### src/common/rssc_pkg.sv
// ****************************************************************
// Register map and timing constants
// ****************************************************************
package rssc_pkg;

  // Page and command codes of the second rail
  localparam logic [7:0] RSSC_PAGE_RAIL2 = 8'h01;
  localparam logic [7:0] RSSC_CMD_SHED = 8'hC7;
  localparam logic [7:0] RSSC_CMD_DECAY = 8'hC9;
  localparam logic [7:0] RSSC_CMD_OFFSET = 8'hCA;
  localparam logic [7:0] RSSC_CMD_SLEW = 8'hCB;

  // Writable-bit masks, reserved bits cleared
  localparam logic [15:0] RSSC_MASK_SHED = 16'h3FFF;
  localparam logic [15:0] RSSC_MASK_DECAY = 16'h0003;
  localparam logic [15:0] RSSC_MASK_OFFSET = 16'h007F;
  localparam logic [15:0] RSSC_MASK_SLEW = 16'h07FF;

  // Field positions and widths
  localparam int RSSC_HYS_LSB = 10;
  localparam int RSSC_HYS_W = 4;
  localparam int RSSC_SINGLE_LSB = 4;
  localparam int RSSC_SINGLE_W = 6;
  localparam int RSSC_DCM_LSB = 0;
  localparam int RSSC_DCM_W = 4;
  localparam int RSSC_DECAY_W = 2;
  localparam int RSSC_OFFSET_W = 7;
  localparam int RSSC_SLEW_W = 11;
  localparam int RSSC_SLEW_BAD_W = 5;

  // Reset values
  localparam logic [15:0] RSSC_RST_SHED = 16'h0000;
  localparam logic [15:0] RSSC_RST_DECAY = 16'h0000;
  localparam logic [15:0] RSSC_RST_OFFSET = 16'h0000;
  localparam logic [15:0] RSSC_RST_SLEW = 16'h0000;

  // Timing: times in ps, cycle counts derived (least times round up)
  localparam int RSSC_CLK_PERIOD_PS = 5000;
  localparam int RSSC_DECAY_LSB_PS = 100000;
  localparam int RSSC_BOOT_LSB_PS = 50000;
  localparam int RSSC_BOOT_EXTRA = 3;
  localparam int RSSC_DECAY_LSB_CYC =
    (RSSC_DECAY_LSB_PS + RSSC_CLK_PERIOD_PS - 1) / RSSC_CLK_PERIOD_PS;
  localparam int RSSC_BOOT_LSB_CYC =
    (RSSC_BOOT_LSB_PS + RSSC_CLK_PERIOD_PS - 1) / RSSC_CLK_PERIOD_PS;

  // Operating states of the phase shedding logic
  typedef enum logic [1:0] {RSSC_TWO_CCM, RSSC_ONE_CCM, RSSC_ONE_DCM} rssc_shed_type;

endpackage

### src/rssc_regs.sv
`timescale 1ns/1ps
`default_nettype none
module rssc_regs
#(
  parameter int NPHASE = 2,
  parameter int LOAD_W = 8,
  parameter int CUR_W = 8
)
(
  // Clock, reset, enable
  input wire logic mclk,
  input wire logic rst_n,
  input wire logic clkEn,
  // Command register port
  input wire logic [7:0] regPage,
  input wire logic [7:0] regCode,
  input wire logic regWrite,
  input wire logic regRead,
  input wire logic [15:0] regWdata,
  output logic [15:0] regRdata,
  output logic regAck,
  output logic regErr,
  // Phase shedding
  input wire logic [LOAD_W-1:0] loadCurrent,
  output rssc_pkg::rssc_shed_type shedState,
  // Reference stepping
  input wire logic railEnable,
  input wire logic bootDone,
  input wire logic decayMode,
  input wire logic stepReq,
  output logic refStep,
  output logic bootActive,
  // Per-phase valley limit
  input wire logic swCycle,
  input wire logic [rssc_pkg::RSSC_OFFSET_W-1:0] phaseLimitCode,
  input wire logic [NPHASE-1:0][CUR_W-1:0] phaseCurrent,
  output logic [NPHASE-1:0] valleyHit
);
  import rssc_pkg::*;

  // ****************************************************************
  // Register file
  // ****************************************************************
  logic [15:0] shed_r, shed_nxt; // Shedding thresholds
  logic [15:0] decay_r, decay_nxt; // Decay hold
  logic [15:0] offset_r, offset_nxt; // Limit offset
  logic [15:0] slew_r, slew_nxt; // Boot slew count as written
  logic [RSSC_SLEW_W-1:0] slewEff_r, slewEff_nxt; // Count in force
  logic [15:0] rdata_r, rdata_nxt;
  logic ack_r, ack_nxt;
  logic err_r, err_nxt;
  logic pageHit; // Access aimed at rail two
  logic [15:0] wMask; // Writable bits of addressed register
  logic [15:0] rSel; // Content of addressed register
  logic known; // Code is one of ours

  // Decode and next register values
  always_comb
  begin
    pageHit = (regPage == RSSC_PAGE_RAIL2);
    known = 1'b1;
    wMask = 16'h0000;
    rSel = 16'h0000;
    case (regCode)
      RSSC_CMD_SHED: {wMask, rSel} = {RSSC_MASK_SHED, shed_r}; // Thresholds word
      RSSC_CMD_DECAY: {wMask, rSel} = {RSSC_MASK_DECAY, decay_r}; // Decay byte
      RSSC_CMD_OFFSET: {wMask, rSel} = {RSSC_MASK_OFFSET, offset_r}; // Offset byte
      RSSC_CMD_SLEW: {wMask, rSel} = {RSSC_MASK_SLEW, slew_r}; // Slew word
      default: known = 1'b0; // Not ours: refused
    endcase
    shed_nxt = shed_r;
    decay_nxt = decay_r;
    offset_nxt = offset_r;
    slew_nxt = slew_r;
    slewEff_nxt = slewEff_r;
    rdata_nxt = rdata_r;
    ack_nxt = 1'b0;
    err_nxt = 1'b0;
    if (regWrite || regRead)
    begin
      ack_nxt = pageHit && known;
      err_nxt = !(pageHit && known); // Unmapped answers with error, no data
      rdata_nxt = 16'h0000;
      if (regRead && pageHit)
        rdata_nxt = rSel & wMask; // Reserved bits read zero
    end
    if (regWrite && pageHit)
    begin
      // Only writable bits are stored
      case (regCode)
        RSSC_CMD_SHED: shed_nxt = regWdata & RSSC_MASK_SHED;
        RSSC_CMD_DECAY: decay_nxt = regWdata & RSSC_MASK_DECAY;
        RSSC_CMD_OFFSET: offset_nxt = regWdata & RSSC_MASK_OFFSET;
        RSSC_CMD_SLEW:
        begin
          slew_nxt = regWdata & RSSC_MASK_SLEW;
          // A count ending in five ones is ineffective: old count stays
          if (regWdata[RSSC_SLEW_BAD_W-1:0] != {RSSC_SLEW_BAD_W{1'b1}})
            slewEff_nxt = regWdata[RSSC_SLEW_W-1:0];
        end
        default: ;
      endcase
    end
  end

  // Register storage
  always_ff @(posedge mclk)
  begin
    if (!rst_n)
    begin
      shed_r <= RSSC_RST_SHED;
      decay_r <= RSSC_RST_DECAY;
      offset_r <= RSSC_RST_OFFSET;
      slew_r <= RSSC_RST_SLEW;
      slewEff_r <= RSSC_RST_SLEW[RSSC_SLEW_W-1:0];
      rdata_r <= 16'h0000;
      ack_r <= 1'b0;
      err_r <= 1'b0;
    end
    else if (clkEn)
    begin
      shed_r <= shed_nxt;
      decay_r <= decay_nxt;
      offset_r <= offset_nxt;
      slew_r <= slew_nxt;
      slewEff_r <= slewEff_nxt;
      rdata_r <= rdata_nxt;
      ack_r <= ack_nxt;
      err_r <= err_nxt;
    end
  end

  assign regRdata = rdata_r;
  assign regAck = ack_r;
  assign regErr = err_r;

  // ****************************************************************
  // Phase shedding
  // ****************************************************************
  rssc_shed_type shed_st_r, shed_st_nxt;
  logic [6:0] hys; // Margin in half-amp counts
  logic [6:0] singleTh; // Two-to-one threshold
  logic [6:0] dcmTh; // One-phase to DCM threshold
  logic [LOAD_W:0] load; // Load widened for compare

  // Hysteresis keeps the rail from chattering at a threshold
  always_comb
  begin
    hys = 7'(shed_r[RSSC_HYS_LSB +: RSSC_HYS_W]);
    singleTh = 7'(shed_r[RSSC_SINGLE_LSB +: RSSC_SINGLE_W]);
    dcmTh = 7'(shed_r[RSSC_DCM_LSB +: RSSC_DCM_W]);
    load = {1'b0, loadCurrent};
    shed_st_nxt = shed_st_r;
    case (shed_st_r)
      RSSC_TWO_CCM:
        if (load < (LOAD_W+1)'(singleTh))
          shed_st_nxt = RSSC_ONE_CCM;
      RSSC_ONE_CCM:
        if (load > (LOAD_W+1)'(singleTh + hys))
          shed_st_nxt = RSSC_TWO_CCM;
        else if (load < (LOAD_W+1)'(dcmTh))
          shed_st_nxt = RSSC_ONE_DCM;
      RSSC_ONE_DCM:
        if (load > (LOAD_W+1)'(singleTh + hys))
          shed_st_nxt = RSSC_TWO_CCM; // Large step skips one-phase CCM
        else if (load > (LOAD_W+1)'(dcmTh + hys))
          shed_st_nxt = RSSC_ONE_CCM;
      default:
        shed_st_nxt = RSSC_TWO_CCM;
    endcase
  end

  // Shedding state register
  always_ff @(posedge mclk)
  begin
    if (!rst_n)
      shed_st_r <= RSSC_TWO_CCM;
    else if (clkEn)
      shed_st_r <= shed_st_nxt;
  end

  assign shedState = shed_st_r;

  // ****************************************************************
  // Reference step pacing
  // ****************************************************************
  logic [15:0] timer_r, timer_nxt; // Cycles left before next step
  logic boot_r, boot_nxt;
  logic step_r, step_nxt;
  logic railEn_r, railEn_nxt; // For turn-on edge
  logic [15:0] bootHold; // Cycles per boot step
  logic [15:0] decayHold; // Least cycles per decay step

  // Boot pacing is autonomous; decay pacing gates requested steps
  always_comb
  begin
    bootHold = (16'(slewEff_r) + 16'(RSSC_BOOT_EXTRA)) * 16'(RSSC_BOOT_LSB_CYC);
    decayHold = 16'(decay_r[RSSC_DECAY_W-1:0]) * 16'(RSSC_DECAY_LSB_CYC);
    if (decayHold == 16'h0000)
      decayHold = 16'h0001;
    railEn_nxt = railEnable;
    boot_nxt = boot_r;
    timer_nxt = (timer_r != 16'h0000) ? timer_r - 16'h0001 : timer_r;
    step_nxt = 1'b0;
    if (!railEnable || bootDone)
      boot_nxt = 1'b0;
    if (railEnable && !railEn_r)
    begin
      // Only the turn-on ramp uses the boot step time
      boot_nxt = 1'b1;
      timer_nxt = bootHold - 16'h0001;
    end
    else if (boot_r && !bootDone && railEnable)
    begin
      if (timer_r == 16'h0000)
      begin
        step_nxt = 1'b1;
        timer_nxt = bootHold - 16'h0001;
      end
    end
    else if (decayMode)
    begin
      if (stepReq && timer_r == 16'h0000)
      begin
        step_nxt = 1'b1;
        timer_nxt = decayHold - 16'h0001;
      end
    end
    else
      step_nxt = stepReq; // Normal slew is paced elsewhere
  end

  // Pacing registers
  always_ff @(posedge mclk)
  begin
    if (!rst_n)
    begin
      timer_r <= 16'h0000;
      boot_r <= 1'b0;
      step_r <= 1'b0;
      railEn_r <= 1'b0;
    end
    else if (clkEn)
    begin
      timer_r <= timer_nxt;
      boot_r <= boot_nxt;
      step_r <= step_nxt;
      railEn_r <= railEn_nxt;
    end
  end

  assign refStep = step_r;
  assign bootActive = boot_r;

  // ****************************************************************
  // Per-phase valley limit
  // ****************************************************************
  logic [CUR_W:0] limitRef; // Internal reference from code and offset

  // Offset converts the programmed limit into the reference
  assign limitRef = (CUR_W+1)'(phaseLimitCode) + (CUR_W+1)'(offset_r[RSSC_OFFSET_W-1:0]);

  generate
    for (genvar p = 0; p < NPHASE; p++)
    begin : gPhase
      logic hit_r, hit_nxt;
      // Compare once per switching cycle, hold between
      always_comb
      begin
        hit_nxt = hit_r;
        if (swCycle)
          hit_nxt = ({1'b0, phaseCurrent[p]} > limitRef);
      end
      always_ff @(posedge mclk)
      begin
        if (!rst_n)
          hit_r <= 1'b0;
        else if (clkEn)
          hit_r <= hit_nxt;
      end
      assign valleyHit[p] = hit_r;
    end
  endgenerate

  // ****************************************************************
  // Checks
  // ****************************************************************
  chk_unmapped_err: assert property (@(posedge mclk) disable iff (!rst_n)
    (clkEn && regRead && regPage != RSSC_PAGE_RAIL2) |=> (regErr && !regAck))
    else $error("off-page access not refused");
  chk_reserved_zero: assert property (@(posedge mclk) disable iff (!rst_n)
    (clkEn && regRead && regPage == RSSC_PAGE_RAIL2 && regCode == RSSC_CMD_SLEW)
    |=> (regRdata[15:11] == 5'h00 && regAck))
    else $error("reserved slew bits read nonzero");
  chk_write_readback: assert property (@(posedge mclk) disable iff (!rst_n)
    (clkEn && regWrite && regPage == RSSC_PAGE_RAIL2 && regCode == RSSC_CMD_DECAY)
    |=> (decay_r == ($past(regWdata) & RSSC_MASK_DECAY)))
    else $error("decay register write mismatch");
  chk_shed_down: assert property (@(posedge mclk) disable iff (!rst_n)
    (clkEn && shedState == RSSC_TWO_CCM && load < (LOAD_W+1)'(singleTh))
    |=> shedState == RSSC_ONE_CCM)
    else $error("two-phase not shed below threshold");
  chk_shed_dcm: assert property (@(posedge mclk) disable iff (!rst_n)
    (clkEn && shedState == RSSC_ONE_CCM && load <= (LOAD_W+1)'(singleTh + hys)
      && load < (LOAD_W+1)'(dcmTh)) |=> shedState == RSSC_ONE_DCM)
    else $error("DCM not entered below threshold");
  chk_hys_margin: assert property (@(posedge mclk) disable iff (!rst_n)
    (clkEn && shedState == RSSC_ONE_CCM && load <= (LOAD_W+1)'(singleTh + hys))
    |=> shedState != RSSC_TWO_CCM)
    else $error("phase re-added inside hysteresis band");
  chk_boot_space: assert property (@(posedge mclk) disable iff (!rst_n)
    (refStep && bootActive && clkEn) |-> (timer_r == bootHold - 16'h0001))
    else $error("boot step spacing wrong");
  chk_decay_gap: assert property (@(posedge mclk) disable iff (!rst_n)
    (clkEn && step_nxt && decayMode && !boot_r && !(railEnable && !railEn_r))
    |-> timer_r == 16'h0000)
    else $error("decay step issued before hold elapsed");
  chk_boot_only_on: assert property (@(posedge mclk) disable iff (!rst_n)
    (clkEn && !railEnable) |=> !bootActive)
    else $error("boot pacing outside turn-on");
  chk_valley_cmp: assert property (@(posedge mclk) disable iff (!rst_n)
    (clkEn && swCycle) |=> (valleyHit[0] == ($past(phaseCurrent[0]) > $past(limitRef))))
    else $error("valley compare wrong");
endmodule
`default_nettype wire

### config.mk
export PLATFORM = sky130hd
export DESIGN_NAME = rssc_regs
export DESIGN_NICKNAME = d
export VERILOG_FILES = /design/src/common/rssc_pkg.sv /design/src/rssc_regs.sv
export SDC_FILE = /design/constraint.sdc
export NUM_CORES = 1
export LEC_CHECK = 0
export BUFFER_PORTS_ARGS = -buffer_cell sky130_fd_sc_hd__buf_4
export CORE_MARGIN = 3
export CORE_UTILIZATION = 63
export DETAILED_ROUTE_END_ITERATION = 12
export PLACE_DENSITY = 0.87
export RECOVER_POWER = 50
export SYNTH_ARGS = -nofsm -noshare
export SYNTH_HDL_FRONTEND = slang
export SYNTH_SLANG_ARGS = --single-unit
### constraint.sdc
create_clock -name mclk -period 5.93 [get_ports mclk]
set_input_delay 0.2965 -clock mclk [delete_from_list [all_inputs] [get_ports mclk]]
set_output_delay 0.2965 -clock mclk [all_outputs]
set_load 0.02 [all_outputs]
==> impl_metrics.csv <==
group,metric,value,unit
timing,finalWorstSetupSlack,1.48,ns
floorplan,initial_core_util,66.5,%
worst_setup_path,cp_max_fo,9,
clocking,htree_levels,3,
worst_setup_path,crit_path_end_kind,"register",
place,gp_congestion,0.895,
worst_setup_path,r2r_slack,1.48,ns
synth,syn_area,6320,sq um
clocking,cts_setup_buffers,0,
detailed_routing,vias,6071,
layout,nets,993,
worst_setup_path,r2r_cells,12,
layout,mostFrequentLayoutCells,"nor2_1, dfxtp_1, ha_1",
worst_setup_path,cp.required,6.08,ns
worst_setup_path,timing.rr.end,"timer_r[14]$_SDFFE_PN0P_",
detailed_routing,postRouteAntennaNets,0,
synth,synth.distinct_cells,71,
timing,timing.fmax,0.225,GHz
place,io_buffers,92,
place,place_hpwl,13000,microns
synth,avgSynthCellArea,8.23,sq um
synth,async_flop_share,0,%
timing,worst_slew_pin_slew,2.09,ns
detailed_routing,drc,0,
worst_setup_path,crit_type,"reg2reg",
pwr,power_frac_clock,32.9,%
pwr,p_int,0.000864,W
clocking,clk_latency,0.35,ns
global_route,grt_pass1_wl,27600,microns
pwr,power.switching,0.000335,W
clocking,cts_tree,"yes",
timing,finalMaxSlewViolations,67,
detailed_routing,routed_wl,17000,microns
floorplan,dieArea,11300,sq um
clocking,cts-resized-gates,0,
pwr,irDropWorstVdd,0.000105,V
timing,post-route-period-util,75.1,%
global_route,grt_pass1_vias,5844,
layout,syn_to_final_growth,12.5,%
timing,slew_headroom,-39.4,%
layout,drive_gt1_share,12.3,%
timing,period_minus_slack,4.45,ns
place,place_ws,1.60,ns
global_route,grt-ovfl-total,0,
global_route,grt_use_total,29.7,%
pwr,swShare,27.9,%
pwr,power.density,169,nW/um^2
pwr,p_leak,2.93,nW
layout,final_common_cell,"nor2_1",
pwr,pwr-share-seq,48.9,%
synth,ys_warn_count,0,
clocking,postCtsHoldBufs,0,
pwr,combPwrFrac,18.2,%
clocking,cts-root-buf,"clkbuf_8",
worst_setup_path,cp.arrival,4.60,ns
worst_setup_path,critPathLaunch,"slewEff_r[0]$_SDFFE_PN0P_",
worst_setup_path,path_cells,"inv_1, ha_1, nor2_1, xor2_1, ha_1, fa_1, or4_1, or4_4, or4_4, o31a_1, o21ai_1, a31oi_1",
timing,rsz0062_at_grt,"no",
clocking,cts_buffers,9,
worst_setup_path,slowest_stage,"or4_1",
floorplan,io_pins,97,
min_path,holdPathStages,3,
detailed_routing,drt_pass1_iterations,5,
detailed_routing,vias_per_cell,6.24,
detailed_routing,drt_iter0_drc,439,
detailed_routing,wl_per_cell,17.5,microns
worst_setup_path,worstSetupStartpointType,"register",
run,drv_cap,1,
synth,yosysSeqAreaShare,26.6,%
floorplan,fp.dieW,106,microns
worst_setup_path,cp-endpoint,"timer_r[14]$_SDFFE_PN0P_",
timing,hold_violations,0,
clocking,path_clk_slew,0.08,ns
floorplan,dieHeight,106,microns
synth,ys.flop_type,"dfxtp_1",
synth,ys_ff_latch,84,
synth,syn_inst,768,
status,failed_checks,"capacitance limit, slew limit",
timing,fin_tns_setup,0,ns
floorplan,rows,35,
status,status,"finished, violations left",
clocking,cts_buffer_depth,2,
layout,num_antenna_cells,0,
floorplan,core,9500,sq um
synth,synth_edf_count,0,
clocking,cts_sinks,84,
timing,setup-violations-final,0,
global_route,grt_max_degree,67,
global_route,antenna_found_initial,0,
timing,clock_skew,0.0105,ns
worst_setup_path,reg2reg_from,"slewEff_r[0]$_SDFFE_PN0P_",
worst_setup_path,max_stage_delay,0.62,ns
min_path,hold_class,"in2reg",
worst min path at each step:
stage                                  startpoint                      end  slack, ns
final                                regWdata[12]  shed_r[12]$_SDFFE_PN0P_       0.19
after global routing                 regWdata[12]  shed_r[12]$_SDFFE_PN0P_       0.20
after CTS                            regWdata[12]  shed_r[12]$_SDFFE_PN0P_       0.18
after detailed placement   slew_r[1]$_SDFFE_PN0P_   slew_r[1]$_SDFFE_PN0P_       0.45
after global placement     slew_r[1]$_SDFFE_PN0P_   slew_r[1]$_SDFFE_PN0P_       0.44
after floorplan           timer_r[7]$_SDFFE_PN0P_  timer_r[7]$_SDFFE_PN0P_       0.43
metrics by stage:
| step | total power, W | util (%) | area (sq um) | hold slack (ns) | instances |
|---|---|---|---|---|---|
| 2_1_floorplan | 0.000736 | - | 6330 | 0.426 | 770 |
| 3_3_place_gp | 0.000804 | 73.9 | 7020 | 0.441 | 957 |
| 3_5_place_dp | 0.000814 | 73.9 | 7020 | 0.449 | 957 |
| 4_1_cts | 0.00119 | 75.7 | 7200 | 0.184 | 973 |
| 5_1_grt | 0.00125 | 74.8 | 7110 | 0.199 | 973 |
| 6_report | 0.00120 | 74.8 | 7110 | 0.188 | 973 |
metal layers:
metal / global-route usage [%] / part of all wire (%) / vias to the layer above
li1: - / - / 2917
met1: 39.8 / 44 / 2868
met2: 49.6 / 47 / 261
met3: 4.68 / 7.7 / 25
met4: 8.05 / 1.5 / 0
met5: 0 / 0 / -
synth_stat cells, types with 13 or more instances:
cell type / instances / share of area, %
dfxtp_1: 84 / 27
xor2_1: 18 / 2.5
nand3_1: 13 / 1.0
ha_1: 77 / 15
nand2_1: 47 / 2.8
o21ai_0: 38 / 3.0
clkbuf_1: 22 / 1.3
a21oi_1: 69 / 5.5
inv_1: 32 / 1.9
nor2_1: 103 / 6.1
mux2i_1: 40 / 6.3
xnor2_1: 21 / 2.9
area by class of cell:
cell class	instances	area, sq um
multi-input cells	618	4350
fillers	745	2390
flip-flops and latches	84	1680
repair buffers	93	612
well taps	129	161
clock buffers	14	143
inverters	33	126
clock inverters	2	35.0
registers in the layout (all words and copies together), names as in the netlist, 2 cells and up:
| signal | count |
|---|---|
| decay_r | 2 |
| gPhase.hit_r | 2 |
| offset_r | 7 |
| regRdata | 14 |
| shedState | 2 |
| shed_r | 14 |
| slewEff_r | 11 |
| slew_r | 11 |
| timer_r | 16 |
cell families after synthesis:
logic type | after synthesis | share of synthesized area (%)
buffers and inverters | 68 | 4.67
AND/OR/NAND/NOR | 251 | 19.9
adder cells (fa/ha/maj) | 81 | 16.5
multiplexers | 40 | 6.33
AO/OA/AOI/OAI | 204 | 20.6
other | 1 | 0.0593
XOR/XNOR | 39 | 5.40
flip-flops | 84 | 26.6
power by group through the flow:
| stage | combinational (W) | clock (W) | sequential (W) |
|---|---|---|---|
| after floorplan | 0.000138 | 0 | 0.000597 |
| after global placement | 0.000207 | 0 | 0.000598 |
| after detailed placement | 0.000216 | 0 | 0.000598 |
| after CTS | 0.000217 | 0.000392 | 0.000585 |
| after global routing | 0.000240 | 0.000418 | 0.000587 |
| final | 0.000218 | 0.000395 | 0.000586 |
worst max-delay path: cells and delay by family (launching register included):
family / cells / cell delay (ns)
simple gates: 4 / 1.67
fa+ha+maj: 3 / 1.11
compound gates: 3 / 0.64
flops: 1 / 0.50
xor+xnor: 1 / 0.21
buf+inv: 1 / 0.11
No activity file was read; power rests on OpenSTA's default activity.
